**src/core/usart_defs.svh**
```systemverilog
`ifndef USART_DEFS_SVH
`define USART_DEFS_SVH

// ****************************************************************
// Register port geometry
// ****************************************************************
`define USART_ADDR_W      4
`define USART_DATA_W      16

// ****************************************************************
// Register offsets
// ****************************************************************
`define USART_OFS_CTRL    4'h0
`define USART_OFS_DIV     4'h1
`define USART_OFS_TXBUF   4'h2
`define USART_OFS_STATUS  4'h3

// ****************************************************************
// Field positions
// ****************************************************************
`define USART_CTRL_W      10
`define USART_ST_FLAG     0
`define USART_ST_BUSY     1
`define USART_ST_FULL     2
`define USART_ST_DLINE    3
`define USART_ST_DROP     4
`define USART_ST_CLINE    5
`define USART_CHAR_W      8

// ****************************************************************
// Reset values and counts
// ****************************************************************
`define USART_CTRL_RST    10'h000
`define USART_DIV_RST     16'h0003
`define USART_BITS_8      4'h8
`define USART_BITS_9      4'h9

`endif

```
**src/core/usart_pkg.sv**
```systemverilog
`include "usart_defs.svh"

package usart_pkg;

  // Control bits, declared from the top bit down
  typedef struct packed {
    logic transmitInterruptEnable;
    logic clockIdlePolarity;
    logic ninthTransmitBit;
    logic nineBitTransmit;
    logic transmitEnable;
    logic continuousReceiveEnable;
    logic singleReceiveEnable;
    logic serialPortEnable;
    logic masterClockSource;
    logic clockedMode;
  } ctrl_t;

  // One character as it waits in the buffer
  typedef struct packed {
    logic                       nine;
    logic                       ninth;
    logic [`USART_CHAR_W-1:0]   data;
  } txWord_t;

  typedef enum logic [1:0] {SH_IDLE, SH_LEAD, SH_TRAIL} shift_t;

  typedef struct packed {
    ctrl_t                      ctrl;
    logic [`USART_DATA_W-1:0]   divisor;
    logic [`USART_DATA_W-1:0]   divCnt;
    shift_t                     fsm;
    logic [`USART_CHAR_W:0]     shifter;
    logic [3:0]                 bitsLeft;
    logic                       clkOut;
    logic                       dataOut;
    logic                       clkOe_n;
    logic                       dataOe_n;
    logic [`USART_DATA_W-1:0]   rdata;
    logic                       txFlag;
    logic                       irqReq;
    logic                       dropped;
    logic                       dinMeta;
    logic                       dinSync;
    logic                       cinMeta;
    logic                       cinSync;
  } state_t;

endpackage : usart_pkg

```
**src/core/tx_skid_buffer.sv**
```systemverilog
`timescale 1ns/1ps
`default_nettype none

module tx_skid_buffer #(
  parameter int W     = 10,
  parameter int DEPTH = 2
) (
  // Clock and reset
  input  wire logic         ref_clk,
  input  wire logic         sys_rst,
  input  wire logic         flush,
  // Fill side
  input  wire logic         inValid,
  output logic              inReady,
  input  wire logic [W-1:0] inData,
  // Drain side
  output logic              outValid,
  input  wire logic         outReady,
  output logic [W-1:0]      outData
);

  localparam int PW = $clog2(DEPTH);

  generate
    if (DEPTH < 2 || (DEPTH & (DEPTH - 1)) != 0) begin : g_bad_depth
      $error("tx_skid_buffer: DEPTH must be a power of two, at least 2");
    end
  endgenerate

  typedef struct packed {
    logic [DEPTH-1:0][W-1:0] mem;
    logic [PW-1:0]           wp;
    logic [PW-1:0]           rp;
    logic [PW:0]             count;
  } bufState_t;

  bufState_t b_q;
  bufState_t b_d;
  logic      doPush;
  logic      doPop;

  assign inReady  = (b_q.count != (PW+1)'(DEPTH));
  assign outValid = (b_q.count != '0);
  assign outData  = b_q.mem[b_q.rp];
  assign doPush   = inValid & inReady;
  assign doPop    = outValid & outReady;

  always_comb begin
    b_d = b_q;
    if (doPush) begin
      b_d.mem[b_q.wp] = inData;
      b_d.wp          = b_q.wp + 1'b1;
    end
    if (doPop) begin
      b_d.rp = b_q.rp + 1'b1;
    end
    b_d.count = b_q.count + (PW+1)'(doPush) - (PW+1)'(doPop);
    // Disabling the port discards anything still queued
    if (flush) begin
      b_d.wp    = '0;
      b_d.rp    = '0;
      b_d.count = '0;
    end
  end

  always_ff @(posedge ref_clk) begin
    if (sys_rst) begin
      b_q <= '0;
    end else begin
      b_q <= b_d;
    end
  end

endmodule : tx_skid_buffer

`default_nettype wire

```
**src/core/usart_sync_master_tx.sv**
```systemverilog
// Decided for this implementation: the register addresses and the address-and-strobe port.
`timescale 1ns/1ps
`default_nettype none
`include "usart_defs.svh"

// Contract
// - Two lines only, never send while receiving
// - No start or stop bits
// - Transmit needs mode bits set, receives clear
// - Clock pin driver on whenever synchronous configured
// - Data changes on the leading clock edge
// - Exactly one clock per data bit
// - Polarity set: idle high, change on fall
// - Polarity clear: idle low, change on rise
// - Transmit drives both data and clock pins
// - New character waits until shifter drained
// - Empty shifter loads at once, first leading edge a full half-bit later
// - Bit holds from leading edge to next
// - Shift register not visible to software
// - Data pin direction handled by the unit
module usart_sync_master_tx #(
  parameter int BUF_DEPTH = 2
) (
  // Clock and reset
  input  wire logic                      ref_clk,
  input  wire logic                      sys_rst,
  // Register port
  input  wire logic [`USART_ADDR_W-1:0]  regAddr,
  input  wire logic [`USART_DATA_W-1:0]  regWdata,
  input  wire logic                      regWrite,
  input  wire logic                      regRead,
  output logic      [`USART_DATA_W-1:0]  regRdata,
  // Clock pin
  input  wire logic                      clkPinIn,
  output logic                           clkPinOut,
  output logic                           clkPinOe_n,
  // Data pin
  input  wire logic                      dataPinIn,
  output logic                           dataPinOut,
  output logic                           dataPinOe_n,
  // Events
  output logic                           transmitFlag,
  output logic                           transmitIntReq
);
  import usart_pkg::*;

  // ****************************************************************
  // Declarations
  // ****************************************************************
  state_t  s_q;
  state_t  s_d;
  txWord_t pushWord;
  txWord_t bufOut;
  logic    bufInReady;
  logic    bufOutValid;
  logic    bufPush;
  logic    bufPop;
  logic    syncCfg;
  logic    rxSel;
  logic    masterTx;
  logic    active;
  logic    halfTick;
  logic    leadEdge;
  logic    trailEdge;
  logic    lastTrail;

  // ****************************************************************
  // Mode decode
  // ****************************************************************
  assign syncCfg   = s_q.ctrl.clockedMode & s_q.ctrl.masterClockSource
                   & s_q.ctrl.serialPortEnable;
  assign rxSel     = s_q.ctrl.singleReceiveEnable | s_q.ctrl.continuousReceiveEnable;
  assign masterTx  = syncCfg & ~rxSel;
  assign active    = masterTx & s_q.ctrl.transmitEnable;
  assign halfTick  = (s_q.divCnt == s_q.divisor);
  assign leadEdge  = (s_q.fsm == SH_LEAD) & active & halfTick;
  assign trailEdge = (s_q.fsm == SH_TRAIL) & active & halfTick;
  assign lastTrail = trailEdge & (s_q.bitsLeft == 4'h1);

  // ****************************************************************
  // Transmit buffer
  // ****************************************************************
  // Nine-bit option and ninth bit are taken with the character, so a
  // later change of those controls cannot corrupt a queued word.
  assign pushWord.nine  = s_q.ctrl.nineBitTransmit;
  assign pushWord.ninth = s_q.ctrl.ninthTransmitBit;
  assign pushWord.data  = regWdata[`USART_CHAR_W-1:0];
  assign bufPush        = regWrite & (regAddr == `USART_OFS_TXBUF);
  assign bufPop         = (s_q.fsm == SH_IDLE) & active;

  tx_skid_buffer #(
    .W     ($bits(txWord_t)),
    .DEPTH (BUF_DEPTH)
  ) u_txbuf (
    .ref_clk  (ref_clk),
    .sys_rst  (sys_rst),
    .flush    (~s_q.ctrl.serialPortEnable),
    .inValid  (bufPush),
    .inReady  (bufInReady),
    .inData   (pushWord),
    .outValid (bufOutValid),
    .outReady (bufPop),
    .outData  (bufOut)
  );

  // ****************************************************************
  // Next state
  // ****************************************************************
  always_comb begin
    s_d = s_q;

    // Pin level synchronisers, first stage read only by the second
    s_d.dinMeta = dataPinIn;
    s_d.dinSync = s_q.dinMeta;
    s_d.cinMeta = clkPinIn;
    s_d.cinSync = s_q.cinMeta;

    // Register writes
    if (regWrite) begin
      unique case (regAddr)
        `USART_OFS_CTRL:   s_d.ctrl = ctrl_t'(regWdata[`USART_CTRL_W-1:0]);
        `USART_OFS_DIV:    s_d.divisor = regWdata;
        `USART_OFS_STATUS: if (regWdata[`USART_ST_DROP]) s_d.dropped = 1'b0;
        default: ;
      endcase
    end
    // A drop in the same cycle as its clear still lands
    if (bufPush && !bufInReady) begin
      s_d.dropped = 1'b1;
    end

    // Read data stand for one cycle only; the shifter has no address
    s_d.rdata = '0;
    if (regRead) begin
      unique case (regAddr)
        `USART_OFS_CTRL:   s_d.rdata = `USART_DATA_W'(s_q.ctrl);
        `USART_OFS_DIV:    s_d.rdata = s_q.divisor;
        `USART_OFS_STATUS: begin
          s_d.rdata[`USART_ST_FLAG]  = s_q.txFlag;
          s_d.rdata[`USART_ST_BUSY]  = (s_q.fsm != SH_IDLE);
          s_d.rdata[`USART_ST_FULL]  = ~bufInReady;
          s_d.rdata[`USART_ST_DLINE] = s_q.dinSync;
          s_d.rdata[`USART_ST_DROP]  = s_q.dropped;
          s_d.rdata[`USART_ST_CLINE] = s_q.cinSync;
        end
        default:           s_d.rdata = '0;
      endcase
    end

    // Half-bit divider, held at zero between characters so the first
    // half-bit after a load is always full length
    if (s_q.fsm == SH_IDLE || halfTick) begin
      s_d.divCnt = '0;
    end else begin
      s_d.divCnt = s_q.divCnt + 1'b1;
    end

    // Shifter
    unique case (s_q.fsm)
      SH_IDLE: begin
        s_d.clkOut = s_q.ctrl.clockIdlePolarity;
        if (bufPop && bufOutValid) begin
          // Only data bits go into the shifter, no framing
          s_d.shifter  = {bufOut.ninth, bufOut.data};
          s_d.bitsLeft = bufOut.nine ? `USART_BITS_9 : `USART_BITS_8;
          s_d.fsm      = SH_LEAD;
        end
      end
      SH_LEAD: begin
        if (!active) begin
          s_d.fsm    = SH_IDLE;
          s_d.clkOut = s_q.ctrl.clockIdlePolarity;
        end else if (halfTick) begin
          s_d.dataOut = s_q.shifter[0];
          s_d.shifter = s_q.shifter >> 1;
          s_d.clkOut  = ~s_q.ctrl.clockIdlePolarity;
          s_d.fsm     = SH_TRAIL;
        end
      end
      SH_TRAIL: begin
        if (!active) begin
          s_d.fsm    = SH_IDLE;
          s_d.clkOut = s_q.ctrl.clockIdlePolarity;
        end else if (halfTick) begin
          // Data keep their level here until the next leading edge
          s_d.clkOut   = s_q.ctrl.clockIdlePolarity;
          s_d.bitsLeft = s_q.bitsLeft - 4'h1;
          s_d.fsm      = (s_q.bitsLeft == 4'h1) ? SH_IDLE : SH_LEAD;
        end
      end
    endcase

    // Pin drivers follow configuration; receive selection frees data
    s_d.clkOe_n  = ~syncCfg;
    s_d.dataOe_n = ~masterTx;

    // Transmit flag is a level: room in the buffer while enabled
    s_d.txFlag = s_q.ctrl.transmitEnable & bufInReady;
    s_d.irqReq = s_q.txFlag & s_q.ctrl.transmitInterruptEnable;
  end

  always_ff @(posedge ref_clk) begin
    if (sys_rst) begin
      s_q          <= '0;
      s_q.ctrl     <= ctrl_t'(`USART_CTRL_RST);
      s_q.divisor  <= `USART_DIV_RST;
      s_q.fsm      <= SH_IDLE;
      s_q.clkOe_n  <= 1'b1;
      s_q.dataOe_n <= 1'b1;
    end else begin
      s_q <= s_d;
    end
  end

  // ****************************************************************
  // Outputs
  // ****************************************************************
  assign regRdata       = s_q.rdata;
  assign clkPinOut      = s_q.clkOut;
  assign clkPinOe_n     = s_q.clkOe_n;
  assign dataPinOut     = s_q.dataOut;
  assign dataPinOe_n    = s_q.dataOe_n;
  assign transmitFlag   = s_q.txFlag;
  assign transmitIntReq = s_q.irqReq;

  // ****************************************************************
  // Checks
  // ****************************************************************
  logic [3:0]               chkEdges;
  logic [3:0]               chkBits;
  logic [`USART_CHAR_W:0]   chkWord;

  // Counts leading edges of the character in flight
  always_ff @(posedge ref_clk) begin
    if (sys_rst) begin
      chkEdges <= '0;
      chkBits  <= '0;
      chkWord  <= '0;
    end else if (s_q.fsm == SH_IDLE && bufPop && bufOutValid) begin
      chkEdges <= '0;
      chkBits  <= bufOut.nine ? `USART_BITS_9 : `USART_BITS_8;
      chkWord  <= {bufOut.ninth, bufOut.data};
    end else if (leadEdge) begin
      chkEdges <= chkEdges + 4'h1;
    end
  end
endmodule : usart_sync_master_tx

`default_nettype wire

```
**config.mk**
```make
export PLATFORM = sky130hd
export DESIGN_NAME = usart_sync_master_tx
export DESIGN_NICKNAME = d
export VERILOG_FILES = /design/src/core/usart_pkg.sv /design/src/core/tx_skid_buffer.sv /design/src/core/usart_sync_master_tx.sv
export VERILOG_INCLUDE_DIRS = /design/src /design/src/core
export SDC_FILE = /design/constraint.sdc
export NUM_CORES = 1
export LEC_CHECK = 0
export BUFFER_PORTS_ARGS = -buffer_cell sky130_fd_sc_hd__buf_4
export CORE_ASPECT_RATIO = 0.5
export CORE_UTILIZATION = 58
export DETAILED_ROUTE_END_ITERATION = 6
export GPL_TIMING_DRIVEN = 1
export PLACE_DENSITY = 0.79
export SLEW_MARGIN = 25
export SYNTH_ARGS = -nofsm -noshare
export SYNTH_HDL_FRONTEND = slang
export SYNTH_SLANG_ARGS = --single-unit
```
**constraint.sdc**
```tcl
create_clock -name ref_clk -period 3.15 [get_ports ref_clk]
set_input_delay 0.4725 -clock ref_clk [delete_from_list [all_inputs] [get_ports ref_clk]]
set_output_delay 0.4725 -clock ref_clk [all_outputs]
set_load 0.01 [all_outputs]
```
* Word-level counts from Yosys, hierarchy flattened
Cells that the tools add are included.
** Storage, ports and cells
- Logic and storage cells :: 127
- Output and inout port bits :: 22
- Register bits :: 108
- Input port bits :: 26
** Operators by class
- Bitwise logic cells :: 18
- Add/sub/neg operators :: 6
- Reductions and logical operators :: 25
- Order comparisons :: 3
- Equal/unequal tests :: 15
- Mux-type cells :: 28
** Operator list (count)
- $mux 10 :: 3
- $bwmux 20 :: 1
- $pmux 10 s2 :: 1
- $pmux 6 s3 :: 1
- $pmux 9 s2 :: 1
- $add 16x1->16 const B :: 1
- $eq 16x16->1 :: 1
- $mux 15 :: 1
- $reduce_bool 2->1 :: 7
- $mux 11 :: 1
- $and 1x1->1 :: 10
- $demux 10 s1 :: 1
- $ne 2x2->1 const B :: 5
- $mux 9 :: 1
- $reduce_and 3->1 :: 3
- $eq 4x1->1 const B :: 2
- $eq 4x2->1 const B :: 2
- $mux 1 :: 8
- $mux 2 :: 4
- $pmux 4 s2 :: 1
- $reduce_and 4->1 :: 2
- $not 1->1 :: 7
- $ne 3x3->1 const B :: 2
- $pmux 2 s3 :: 1
- 20 further kinds :: 28

* Depth between registers and ports, before layout
Gate-level depths: netlist of the first run.
- Depth after elaboration :: 8
- Depth in mapped cells :: 10
- Depth with buffers taken out :: 10

* Cells and area by module
From an unflattened synthesis of the first run, not the netlist that was laid out.
** Unflattened totals
- Cell total of the unflattened synthesis :: 565
- Area, all modules :: 5073.6 µm²
** By module, submodules not included
- usart_sync_master_tx :: area each 3868.7 µm², times used 1, cells an instance 433
- tx_skid_buffer :: area each 1204.9 µm², times used 1, cells an instance 132

* Worst setup path after synthesis of the first run
OpenSTA, ideal clock, no wires.
- Path kind :: input to register
- Start :: in regAddr[3]
- End :: reg u_txbuf.b_q[1] (netlist name)
- Stages :: 8
- Buffers on the path :: 1
- Arrival time :: 2.266 ns
- Setup time :: 0.115 ns
- Setup slack :: 0.770 ns
- Cell sequence :: nor3b_1 -> nand2_1 -> nor3_1 -> clkbuf_1 -> ha_1 -> xor2_1 -> xnor2_1 -> nor2_1
** Between the ends
- Cells in the longest elaborated chain, start to end :: 5
** RTL lines
- from (decl) :: line usart_sync_master_tx.sv:28 : input wire logic [`USART_ADDR_W-1:0] regAddr,
- $eq 4x2->1 (no source line)
- $and 1x1->1 :: line usart_sync_master_tx.sv:88 : assign bufPush = regWrite & (regAddr == `USART_OFS_TXBUF);
- $and 1x1->1 :: line tx_skid_buffer.sv:45 : assign doPush = inValid & inReady;
- via u_txbuf.doPush :: line tx_skid_buffer.sv:39 : logic doPush;
- $add 2x1->2 :: line tx_skid_buffer.sv:57 : b_d.count = b_q.count + (PW+1)'(doPush) - (PW+1)'(doPop);
- $sub 2x1->2 :: line tx_skid_buffer.sv:57
- to (signal assigned) :: line tx_skid_buffer.sv:68 : b_q <= '0;
- to (signal assigned) :: line tx_skid_buffer.sv:70 : b_q <= b_d;
- to (decl) :: line tx_skid_buffer.sv:37 : bufState_t b_q;
The timed path passes the listed nets, and every way through them passes these cells.
A chain may end at the register's enable or synchronous reset.

* Worst setup path in the final report of the first run
- Start :: reg s_q[76] (netlist name)
- End :: reg u_txbuf.b_q[1] (netlist name)
** Between the ends
- Cells in the longest elaborated chain, start to end :: 6
- Elaborated cells between the ends (all ways) :: 8
** RTL lines
- from (decl) :: line usart_sync_master_tx.sv:50 : state_t s_q;
- $and 1x1->1 :: line usart_sync_master_tx.sv:71 : & s_q.ctrl.serialPortEnable;
- $and 1x1->1 :: line usart_sync_master_tx.sv:73 : assign masterTx = syncCfg & ~rxSel;
- $and 1x1->1 :: line usart_sync_master_tx.sv:74 : assign active = masterTx & s_q.ctrl.transmitEnable;
- $and 1x1->1 :: line usart_sync_master_tx.sv:89 : assign bufPop = (s_q.fsm == SH_IDLE) & active;
- $and 1x1->1 :: line tx_skid_buffer.sv:46 : assign doPop = outValid & outReady;
- via u_txbuf.doPop :: line tx_skid_buffer.sv:40 : logic doPop;
- $sub 2x1->2 :: line tx_skid_buffer.sv:57
The timed path passes the listed nets, and every way through them passes these cells.

==> qor.csv, run 1 <==
stage;metric;value;unit
synthesis;cell with the most instances after synthesis;sky130_fd_sc_hd__dfxtp_1;
layout;final std cell area, no fill;5160;sq um
clocking;CTS clock-pin slew for the worst setup and hold paths;60;ps
critical_path;worst setup path category;reg2reg;
hold_path;worst hold-check path type;in2reg;
clocking;cells resized by post-CTS repair;0;
synthesis;top cells by instance count after synthesis;108 x sky130_fd_sc_hd__dfxtp_1, 78 x sky130_fd_sc_hd__nand2_1, 59 x sky130_fd_sc_hd__nor2_1;
critical_path;CP Launch Type;register;
layout;Post-Route Utilization;0.690;
routing;initial DRC count;279;
layout;number of non-filler instances in the completed layout;659;
synthesis;Post-Synthesis Net Count;556;
clocking;number of levels the H-tree was split into;3;
routing;drt pass-1 iters;5;
placed_design;IO Port Bufs;47;
synthesis;per-instance average area after synthesis;8.71;sq um
grt;first-pass GRT wire length;16.9;mm
sta;fmax;410;MHz
clocking;Bufs on Longest Clock Path;2;
sta;Setup violations, final;0;
status;outcome;finished, final reports clean;
clocking;number of clock sinks;108;
floorplan;horizontal die dimension;128;microns
pwr;Max IR drop VDD;298;uV
layout;relative area change from synthesis to final layout;13.0;%
critical_path;CP Capture Type;register;
pwr;net switching power figure;0.525;mW
routing;Routed WL;10.3;mm
grt;vias in the first global route;3428;
synthesis;area leader, netlist;sky130_fd_sc_hd__dfxtp_1;
floorplan;initial core utilization;0.611;
synthesis;portion of synthesized cell area occupied by the leading cell type;0.473;
grt;maximum number of pins on one net before global-route repair;68;
critical_path;register-to-register setup slack;710;ps
routing;number of vias per cell after detailed routing;5.55;
sta;slew at the pin closest to its max-slew limit;711;ps
routing;average wire per cell in the routed design;15.6;microns
sta;worst setup margin;713;ps
sta;Slew headroom;0.524;
synthesis;Distinct cells, synth;39;
clocking;TritonCTS Buffers;9;
floorplan;cell row count;22;
clocking;count of buffers added by post-CTS timing repair for setup;0;
synthesis;number of warnings reported in the yosys synthesis log;0;
sta;time the final worst path needs with I/O delays and setup;2440;ps
critical_path;highest-delay cell along the critical path;sky130_fd_sc_hd__nor3_1;
pwr;Comb pwr share;0.039;
sta;setup_tns;0;ps
routing;Detail Route Antenna Nets;0;
sta;post-route clock period utilization;0.774;
placed_design;GPL Wtd Cong;0.856;
sta;final hold violation count;0;
synthesis;number of enable-type register cells in the synthesized netlist;0;
pwr;sequential fraction of design power;0.550;
placed_design;Placement Setup Slack;733;ps
critical_path;CP peak stage delay;530;ps
clocking;Root Driver;sky130_fd_sc_hd__clkbuf_16;
layout;Antenna diodes;0;
synthesis;fraction of registers with async set or reset after synthesis;0;
clocking;Hold Buf Count CTS;0;
sta;Layout Skew;8.76;ps
synthesis;gate count of the mapped netlist;525;
floorplan;core region area;7490;sq um
routing;post-detailed-route DRC marker count;0;
floorplan;die height;64.8;microns
pwr;switch share;0.209;
critical_path;required arrival time at the worst endpoint;3390;ps
floorplan;full die area;8260;sq um
grt;initial antenna violation count;0;
pwr;leakage power of the design;2.04;nW
layout;area taken by multi-input logic gates;2170;sq um
placed_design;Detailed Place HPWL;7.15;mm
synthesis;number of register bits inferred by synthesis;108;
synthesis;area of the mapped netlist;4570;sq um
grt;total congestion overflow after global routing;0;
layout;Final Net Count;579;
layout;Seq. cell area;2160;sq um
pwr;proportion of power drawn by the clock network;0.411;
critical_path;Arrival @ worst endpoint;2670;ps
grt;global-route usage over all layers;0.270;
layout;layout cell share with drive strength beyond 1;0.138;
pwr;total chip power;2.51;mW
layout;fill cell total of the finished layout;598;
critical_path;maximum fanout along the worst path;6;
routing;Via Count;3659;
sta;worst hold margin;339;ps
pwr;internal power of the cells;1.99;mW
sta;unrepaired setup endpoints after global routing;false;
pwr;power density cells;486;nW/um^2
clocking;clock insertion delay at the later pin of the skew report;350;ps
synthesis;proportion of synthesized chip area in sequential cells;0.473;
placed_design;placed inst area;4900;sq um
critical_path;cell-by-cell trace of the critical path;nand4_1 -> nor3_1 -> nand3b_1 -> inv_1 -> ha_1 -> inv_1 -> ha_1 -> xor2_1 -> xnor2_1 -> nor2_1;
sta;count of final max-slew check failures;0;
clocking;TritonCTS clock tree;done;
synthesis;flip-flop cell with the highest count after synthesis;sky130_fd_sc_hd__dfxtp_1;
job;number of violations of the max-capacitance limit;0;
floorplan;I/O pin cnt;48;
synthesis;synth top area cells;sky130_fd_sc_hd__dfxtp_1 47%, sky130_fd_sc_hd__mux2i_1 7.2%, sky130_fd_sc_hd__nand2_1 6.4%;
placed_design;total placed cells including tap cells;645;
## worst paths after layout
kind                                 from             end  depth (start not counted)
worst min register to register     s_d[2]          s_q[2]                          1
worst min-delay path            dataPinIn          s_d[2]                          2
worst max register to register    s_q[76]  u_txbuf.b_q[1]                         10
worst max-delay path              s_q[76]  u_txbuf.b_q[1]                         10
## critical path, delay by kind of cell (launching register included)
kind,cells,cell delay [ps]
flops,1,400
fa+ha+maj,2,400
simple gates,4,960
buf+inv,2,240
xor+xnor,2,320
## flip-flops by register name, summed over array words and instances, names as in the netlist
register and count:
clkPinOe_n 1, clkPinOut 1, dataPinOe_n 1, dataPinOut 1, pushWord 2, regRdata 16, s_d 2, s_q 58
transmitFlag 1, transmitIntReq 1, u_txbuf.b_q 24
## per-layer routing
metal | wire, microns | vias up | share of wire | track usage
met5 | 0 | - | 0 | 0
met4 | 205 | 0 | 0.020 | 0.103
met3 | 608 | 17 | 0.059 | 0.0685
met2 | 4650 | 123 | 0.45 | 0.432
met1 | 4800 | 1715 | 0.47 | 0.353
li1 | - | 1804 | - | -
## power by group through the flow
| stage | Combinational (mW) | Sequential [mW] | Clock [mW] |
|---|---|---|---|
| final | 0.0987 | 1.38 | 1.03 |
| after global routing | 0.106 | 1.38 | 1.11 |
| after CTS | 0.0976 | 1.38 | 1.05 |
| after detailed placement | 0.0969 | 1.41 | 0 |
| after global placement | 0.0961 | 1.41 | 0 |
| after floorplan | 0.0491 | 1.41 | 0 |
## cells by family (layout without fill, tap and decap cells)
| kind of cell | after synthesis | count (layout) | share of synthesized area |
|---|---|---|---|
| fa+ha+maj | 5 | 5 | 0.0137 |
| flops | 108 | 108 | 0.473 |
| xor+xnor | 33 | 33 | 0.0632 |
| mux | 39 | 39 | 0.0870 |
| buf+inv | 48 | 74 | 0.0539 |
| simple gates | 221 | 221 | 0.221 |
| compound gates | 71 | 71 | 0.0887 |
## cell type report
type	count	area share
Clock inverter	1	0.00170
Inverter	7	0.00509
Multi-Input combinational cell	369	0.421
Clock buffer	13	0.0504
Sequential cell	108	0.419
Tap cell	108	0.0262
Timing Repair Buffer	53	0.0770
## cell usage in the layout (no fill, tap or decap), drive strengths merged, types with 6 or more instances in the layout
cell type,count
a21oi,43
a22oi,6
and3,12
buf,53
clkbuf,13
dfxtp,108
inv,7
mux2,6
mux2i,33
nand2,78
nand3,32
nor2,59
nor2b,8
nor3,8
o21ai,12
xnor2,9
xor2,24
(Power assumes the default switching activity.)
==> run 2, diff against run 1 <==
Settings changed: CORE_UTILIZATION 58 to 52, PLACE_DENSITY 0.79 to 0.75.
Clock period 3.15 ns to 2.15 ns, I/O delays scaled along.
==> run 2 against run 1 <==
First-iteration DRC count fell by 7.9%. Critical endpoint is now s_q[39]. Die area rose by 11%. Routed wire length rose by 2.0%.
==> qor.csv, run 2 (synthesized netlist as in run 1, its figures left out) <==
stage;metric;value;unit;change
status;outcome;finished, final reports clean;;
floorplan;core region area;8260;sq um;+10%
critical_path;cell-by-cell trace of the critical path;xor2_1 -> nor4_2 -> nand4_1 -> buf_6 -> a2111o_1 -> or3_1 -> a21oi_1;;
layout;Antenna diodes;0;;unchanged
placed_design;GPL Wtd Cong;0.846;;-1.2%
layout;leading cell type in the layout, fill and taps excluded;sky130_fd_sc_hd__dfxtp_1;;
routing;drt pass-1 iters;5;;unchanged
floorplan;initial core utilization;0.554;;-0.0571
grt;initial antenna violation count;0;;unchanged
critical_path;worst setup path category;reg2reg;;
floorplan;full die area;9190;sq um;+11%
sta;Slew headroom;0.672;;+0.147
critical_path;maximum fanout along the worst path;5;;-1
layout;area taken by multi-input logic gates;2190;sq um;+0.52%
clocking;TritonCTS clock tree;done;;
floorplan;horizontal die dimension;135;microns;+5.5%
sta;time the final worst path needs with I/O delays and setup;2090;ps;-350 ps
routing;Via Count;3734;;+2.0%
grt;total congestion overflow after global routing;0;;unchanged
grt;global-route usage over all layers;0.241;;-0.0292
layout;relative area change from synthesis to final layout;20.4;%;
grt;maximum number of pins on one net before global-route repair;45;;-34%
layout;register bank with the most flops;s_q;;
routing;Detail Route Antenna Nets;0;;unchanged
clocking;Hold Buf Count CTS;0;;unchanged
routing;number of vias per cell after detailed routing;5.38;;-3.1%
sta;post-route clock period utilization;0.971;;+0.197
clocking;number of levels the H-tree was split into;3;;unchanged
critical_path;CP peak stage delay;430;ps;-100 ps
clocking;clock insertion delay at the later pin of the skew report;340;ps;about the same
layout;Seq. cell area;2170;sq um;+0.17%
placed_design;Placement Setup Slack;80.5;ps;-652 ps
floorplan;die height;68.3;microns;+5.4%
sta;final hold violation count;0;;unchanged
layout;layout cell share with drive strength beyond 1;0.194;;+0.0562
routing;Routed WL;10.5;mm;+2.0%
critical_path;Arrival @ worst endpoint;2360;ps;-310 ps
clocking;Bufs on Longest Clock Path;2;;unchanged
pwr;leakage power of the design;2.25;nW;+10%
sta;fmax;479;MHz;+17%
sta;setup_tns;0;ps;unchanged
routing;post-detailed-route DRC marker count;0;;unchanged
pwr;power density cells;750;nW/um^2;+54%
clocking;count of buffers added by post-CTS timing repair for setup;0;;unchanged
pwr;total chip power;4.13;mW;+64%
pwr;Max IR drop VDD;392;uV;+31%
sta;count of final max-slew check failures;0;;unchanged
routing;average wire per cell in the routed design;15.1;microns;-3.2%
job;number of violations of the max-capacitance limit;0;;unchanged
critical_path;CP Launch Type;register;;
critical_path;required arrival time at the worst endpoint;2430;ps;-960 ps
clocking;CTS clock-pin slew for the worst setup and hold paths;70;ps;about the same
placed_design;Detailed Place HPWL;7.31;mm;+2.1%
clocking;Root Driver;sky130_fd_sc_hd__clkbuf_16;;
placed_design;IO Port Bufs;47;;unchanged
hold_path;worst hold-check path type;in2reg;;
floorplan;cell row count;23;;+4.5%
layout;most frequent cells in the layout;105 x sky130_fd_sc_hd__dfxtp_1, 81 x sky130_fd_sc_hd__buf_4, 78 x sky130_fd_sc_hd__nand2_1, 59 x sky130_fd_sc_hd__nor2_1, 43 x sky130_fd_sc_hd__a21oi_1;;
grt;vias in the first global route;3429;;+0.029%
sta;slew at the pin closest to its max-slew limit;492;ps;-219 ps
clocking;TritonCTS Buffers;9;;unchanged
critical_path;highest-delay cell along the critical path;sky130_fd_sc_hd__a2111o_1;;
clocking;number of clock sinks;108;;unchanged
floorplan;I/O pin cnt;48;;unchanged
layout;fill cell total of the finished layout;659;;+10%
layout;Final Net Count;609;;+5.2%
sta;Setup violations, final;0;;unchanged
routing;initial DRC count;257;;-7.9%
sta;worst setup margin;63.2;ps;-650 ps
layout;flip-flop count of the largest register, all copies and words added;58;;unchanged
grt;first-pass GRT wire length;16.8;mm;-0.97%
critical_path;CP Capture Type;register;;
sta;Layout Skew;6.22;ps;-2.54 ps
==> run 2: path summary, 6_finish.rpt <==
path,start,slack (ps),cells past startpoint,to
setup reg to reg,s_q[60],60,7,s_q[39]
hold / removal,dataPinIn,190,2,s_d[2]
setup / recovery,s_q[60],60,7,s_q[39]
hold reg to reg,s_d[2],440,1,s_q[2]
==> run 2: final cells by class <==
cell class	instances	share of cell area
Clock buffer	10	0.0416
Clock inverter	5	0.0227
Inverter	7	0.00477
Multi-Input combinational cell	369	0.397
Sequential cell	108	0.394
Tap cell	112	0.0255
Timing Repair Buffer	83	0.115
==> run 2: timing repair <==
item | CTS | global route
endpoints found under the setup margin | 0 | 10
endpoints found under the hold margin | 0 | 0
resized for setup | 0 | 7
==> run 2: routing by layer <==
layer / up-vias / GRT usage / wire length [microns]
met5: - / 0 / 0
met4: 0 / 0.0772 / 86
met3: 7 / 0.0607 / 655
met2: 92 / 0.402 / 4780
met1: 1765 / 0.311 / 4940
li1: 1870 / - / -
==> run 2: report_power, final <==
group / leakage [nW] / switching [mW] / internal [mW]
Clock: 0.173 / 0.706 / 1.25
Combinational: 1.21 / 0.0873 / 0.0637
Sequential: 0.873 / 0.00889 / 2.01
==> run 2: worst max-delay path, delay by kind of cell (launching register included) <==
kind	cells	cell delay [ps]
DFF	1	340
buffers and inverters	1	170
AOI/OAI and AO/OA	2	570
and+or+nand+nor	3	780
xor gates and xnor gates	1	170
==> run 2: through the flow <==
step,instances,hold WS (ps),utilization,cell area [sq um]
after floorplan,525,408,-,4590
after global placement,679,417,0.621,5130
after detailed placement,679,423,0.621,5130
after CTS,694,179,0.664,5480
after global routing,694,190,0.666,5500
final,694,190,0.666,5500
==> run 3, diff against run 2 <==
Settings changed: PLACE_DENSITY 0.75 to 0.72, SETUP_SLACK_MARGIN set to 0.4.
==> run 3 against run 2 <==
Clock power fell by 5%. Critical endpoint unchanged. Largest power group unchanged. Highest routed layer unchanged. Count of clock-buffer cells in the layout fell by 1. Global-route usage rose by 1.3 points. Sequential share of layout area fell by 0.69 points.
==> qor.csv, run 3 (synthesized netlist as in run 1, its figures left out) <==
stage;metric;value;unit;change
floorplan;cell row count;23;;unchanged
sta;unrepaired setup endpoints after global routing;true;;
pwr;net switching power figure;0.902;mW;+12%
pwr;switch share;0.224;;+0.0299
grt;global-route usage over all layers;0.254;;+0.0132
layout;Antenna diodes;0;;unchanged
floorplan;I/O pin cnt;48;;unchanged
grt;first-pass GRT wire length;17.5;mm;+4.5%
clocking;clock insertion delay at the later pin of the skew report;350;ps;about the same
pwr;power density cells;715;nW/um^2;-4.7%
layout;leading cell type in the layout, fill and taps excluded;sky130_fd_sc_hd__dfxtp_1;;
clocking;number of clock sinks;108;;unchanged
critical_path;worst setup path category;reg2reg;;
layout;register bank with the most flops;s_q;;
routing;Via Count;3761;;+0.72%
routing;Detail Route Antenna Nets;0;;unchanged
layout;most frequent cells in the layout;97 x sky130_fd_sc_hd__dfxtp_1, 83 x sky130_fd_sc_hd__buf_4, 78 x sky130_fd_sc_hd__nand2_1, 58 x sky130_fd_sc_hd__nor2_1, 40 x sky130_fd_sc_hd__a21oi_1;;
routing;number of vias per cell after detailed routing;5.38;;about the same
routing;Routed WL;11.0;mm;+4.9%
floorplan;core region area;8260;sq um;unchanged
placed_design;GPL Wtd Cong;0.828;;-2.1%
placed_design;IO Port Bufs;47;;unchanged
sta;fmax;490;MHz;+2.3%
sta;count of final max-slew check failures;0;;unchanged
clocking;TritonCTS Buffers;9;;unchanged
layout;relative area change from synthesis to final layout;23.1;%;
layout;Final Net Count;613;;+0.66%
critical_path;CP Launch Type;register;;
sta;post-route clock period utilization;0.949;;-0.0216
pwr;proportion of power drawn by the clock network;0.460;;-0.014
routing;average wire per cell in the routed design;15.7;microns;+4.2%
pwr;Max IR drop VDD;424;uV;+8.3%
routing;initial DRC count;207;;-19%
layout;area taken by multi-input logic gates;2280;sq um;+4.4%
critical_path;CP Capture Type;register;;
routing;drt pass-1 iters;4;;-1
placed_design;placed inst area;5100;sq um;-0.41%
pwr;internal power of the cells;3.12;mW;-6.1%
grt;maximum number of pins on one net before global-route repair;36;;-20%
floorplan;horizontal die dimension;135;microns;unchanged
grt;vias in the first global route;3514;;+2.5%
clocking;number of levels the H-tree was split into;3;;unchanged
status;outcome;finished, final reports clean;;
sta;Setup violations, final;0;;unchanged
placed_design;Detailed Place HPWL;7.48;mm;+2.4%
layout;final std cell area, no fill;5630;sq um;+2.3%
layout;fill cell total of the finished layout;658;;-0.15%
layout;flip-flop count of the largest register, all copies and words added;58;;unchanged
pwr;Comb pwr share;0.038;;about the same
pwr;leakage power of the design;2.26;nW;+0.43%
grt;total congestion overflow after global routing;0;;unchanged
layout;layout cell share with drive strength beyond 1;0.240;;+0.0460
grt;initial antenna violation count;0;;unchanged
routing;post-detailed-route DRC marker count;0;;unchanged
critical_path;worst-case reg-to-reg path depth;7;;unchanged
sta;setup_tns;0;ps;unchanged
clocking;CTS clock-pin slew for the worst setup and hold paths;80;ps;about the same
clocking;TritonCTS clock tree;done;;
pwr;sequential fraction of design power;0.502;;+0.012
critical_path;capture instance of the worst register-to-register path;s_q[39];;
critical_path;Arrival @ worst endpoint;2330;ps;-30 ps
floorplan;full die area;9190;sq um;unchanged
sta;Slew headroom;0.593;;-0.0786
floorplan;die height;68.3;microns;unchanged
floorplan;initial core utilization;0.554;;unchanged
critical_path;critical path startpoint;s_q[72];;
sta;time the final worst path needs with I/O delays and setup;2040;ps;-46.5 ps
hold_path;worst hold-check path type;in2reg;;
pwr;total chip power;4.02;mW;-2.5%
layout;Post-Route Utilization;0.681;;+0.0150
critical_path;maximum fanout along the worst path;3;;-2
job;number of violations of the max-capacitance limit;0;;unchanged
layout;Seq. cell area;2180;sq um;+0.46%
clocking;Bufs on Longest Clock Path;2;;unchanged
sta;Layout Skew;7.97;ps;+1.75 ps
critical_path;worst reg2reg path startpoint;s_q[72];;
critical_path;required arrival time at the worst endpoint;2440;ps;about the same
sta;slew at the pin closest to its max-slew limit;606;ps;+114 ps
critical_path;termination of the worst setup path;s_q[39];;
critical_path;register-to-register setup slack;110;ps;+50 ps
clocking;Root Driver;sky130_fd_sc_hd__clkbuf_16;;
sta;final hold violation count;0;;unchanged
-- run 3: per-stage QoR --
step	setup slack, ps	hold WS (ps)	instances
after global routing	25.6	199	699
after CTS	123	179	698
after global placement	138	418	674
after detailed placement	109	434	674
final	110	187	699
after floorplan	116	408	525
-- run 3: critical path: stages, from the launching register on --
cell and delay [ps]:
sky130_fd_sc_hd__dfxtp_2 330, sky130_fd_sc_hd__xor2_1 160, sky130_fd_sc_hd__nor4_2 320, sky130_fd_sc_hd__nand4_1 150, sky130_fd_sc_hd__buf_6 160, sky130_fd_sc_hd__a2111o_1 400, sky130_fd_sc_hd__or3_1 340, sky130_fd_sc_hd__a21oi_2 120
-- run 3: what timing repair did --
item	in CTS	in global routing
hold buffers	0	0
setup endpoints to repair	19	34
gates resized for setup	19	12
endpoints found under the hold margin	0	0
setup buffers	8	1
pin swaps	13	7
gates cloned	0	0
-- run 3: worst min path at each step --
| stage | from | end | slack (ps) | cells past startpoint |
|---|---|---|---|---|
| 6_report | clkPinIn | s_d[0] | 190 | 2 |
| 5_1_grt | clkPinIn | s_d[0] | 200 | 2 |
| 4_1_cts | dataPinIn | s_d[2] | 180 | 2 |
| 3_5_place_dp | s_d[2] | s_q[2] | 430 | 1 |
| 3_3_place_gp | s_d[2] | s_q[2] | 420 | 1 |
| 2_1_floorplan | s_q[74] | clkPinOe_n | 410 | 1 |
-- run 3: routing by layer --
metal	wire length [microns]	global-route usage	part of all wire
met5	0	0	0
met2	5130	0.427	0.47
met1	4930	0.318	0.45
met3	702	0.0681	0.064
met4	222	0.0969	0.020
-- run 3: area by class of cell --
cell class,count,share of cell area
inverters,7,0.00511
clock buffers,9,0.0400
flip-flops and latches,108,0.387
well taps,112,0.0249
repair buffers,87,0.119
multi-input cells,369,0.405
clock inverters,7,0.0191
-- run 3: power by group through the flow --
| stage | clock network [mW] | logic (mW) | registers (mW) |
|---|---|---|---|
| final | 1.85 | 0.153 | 2.02 |
| after detailed placement | 0 | 0.148 | 2.07 |
| after global placement | 0 | 0.146 | 2.07 |
| after CTS | 1.87 | 0.152 | 2.02 |
| after global routing | 1.94 | 0.166 | 2.02 |
| after floorplan | 0 | 0.0726 | 2.06 |
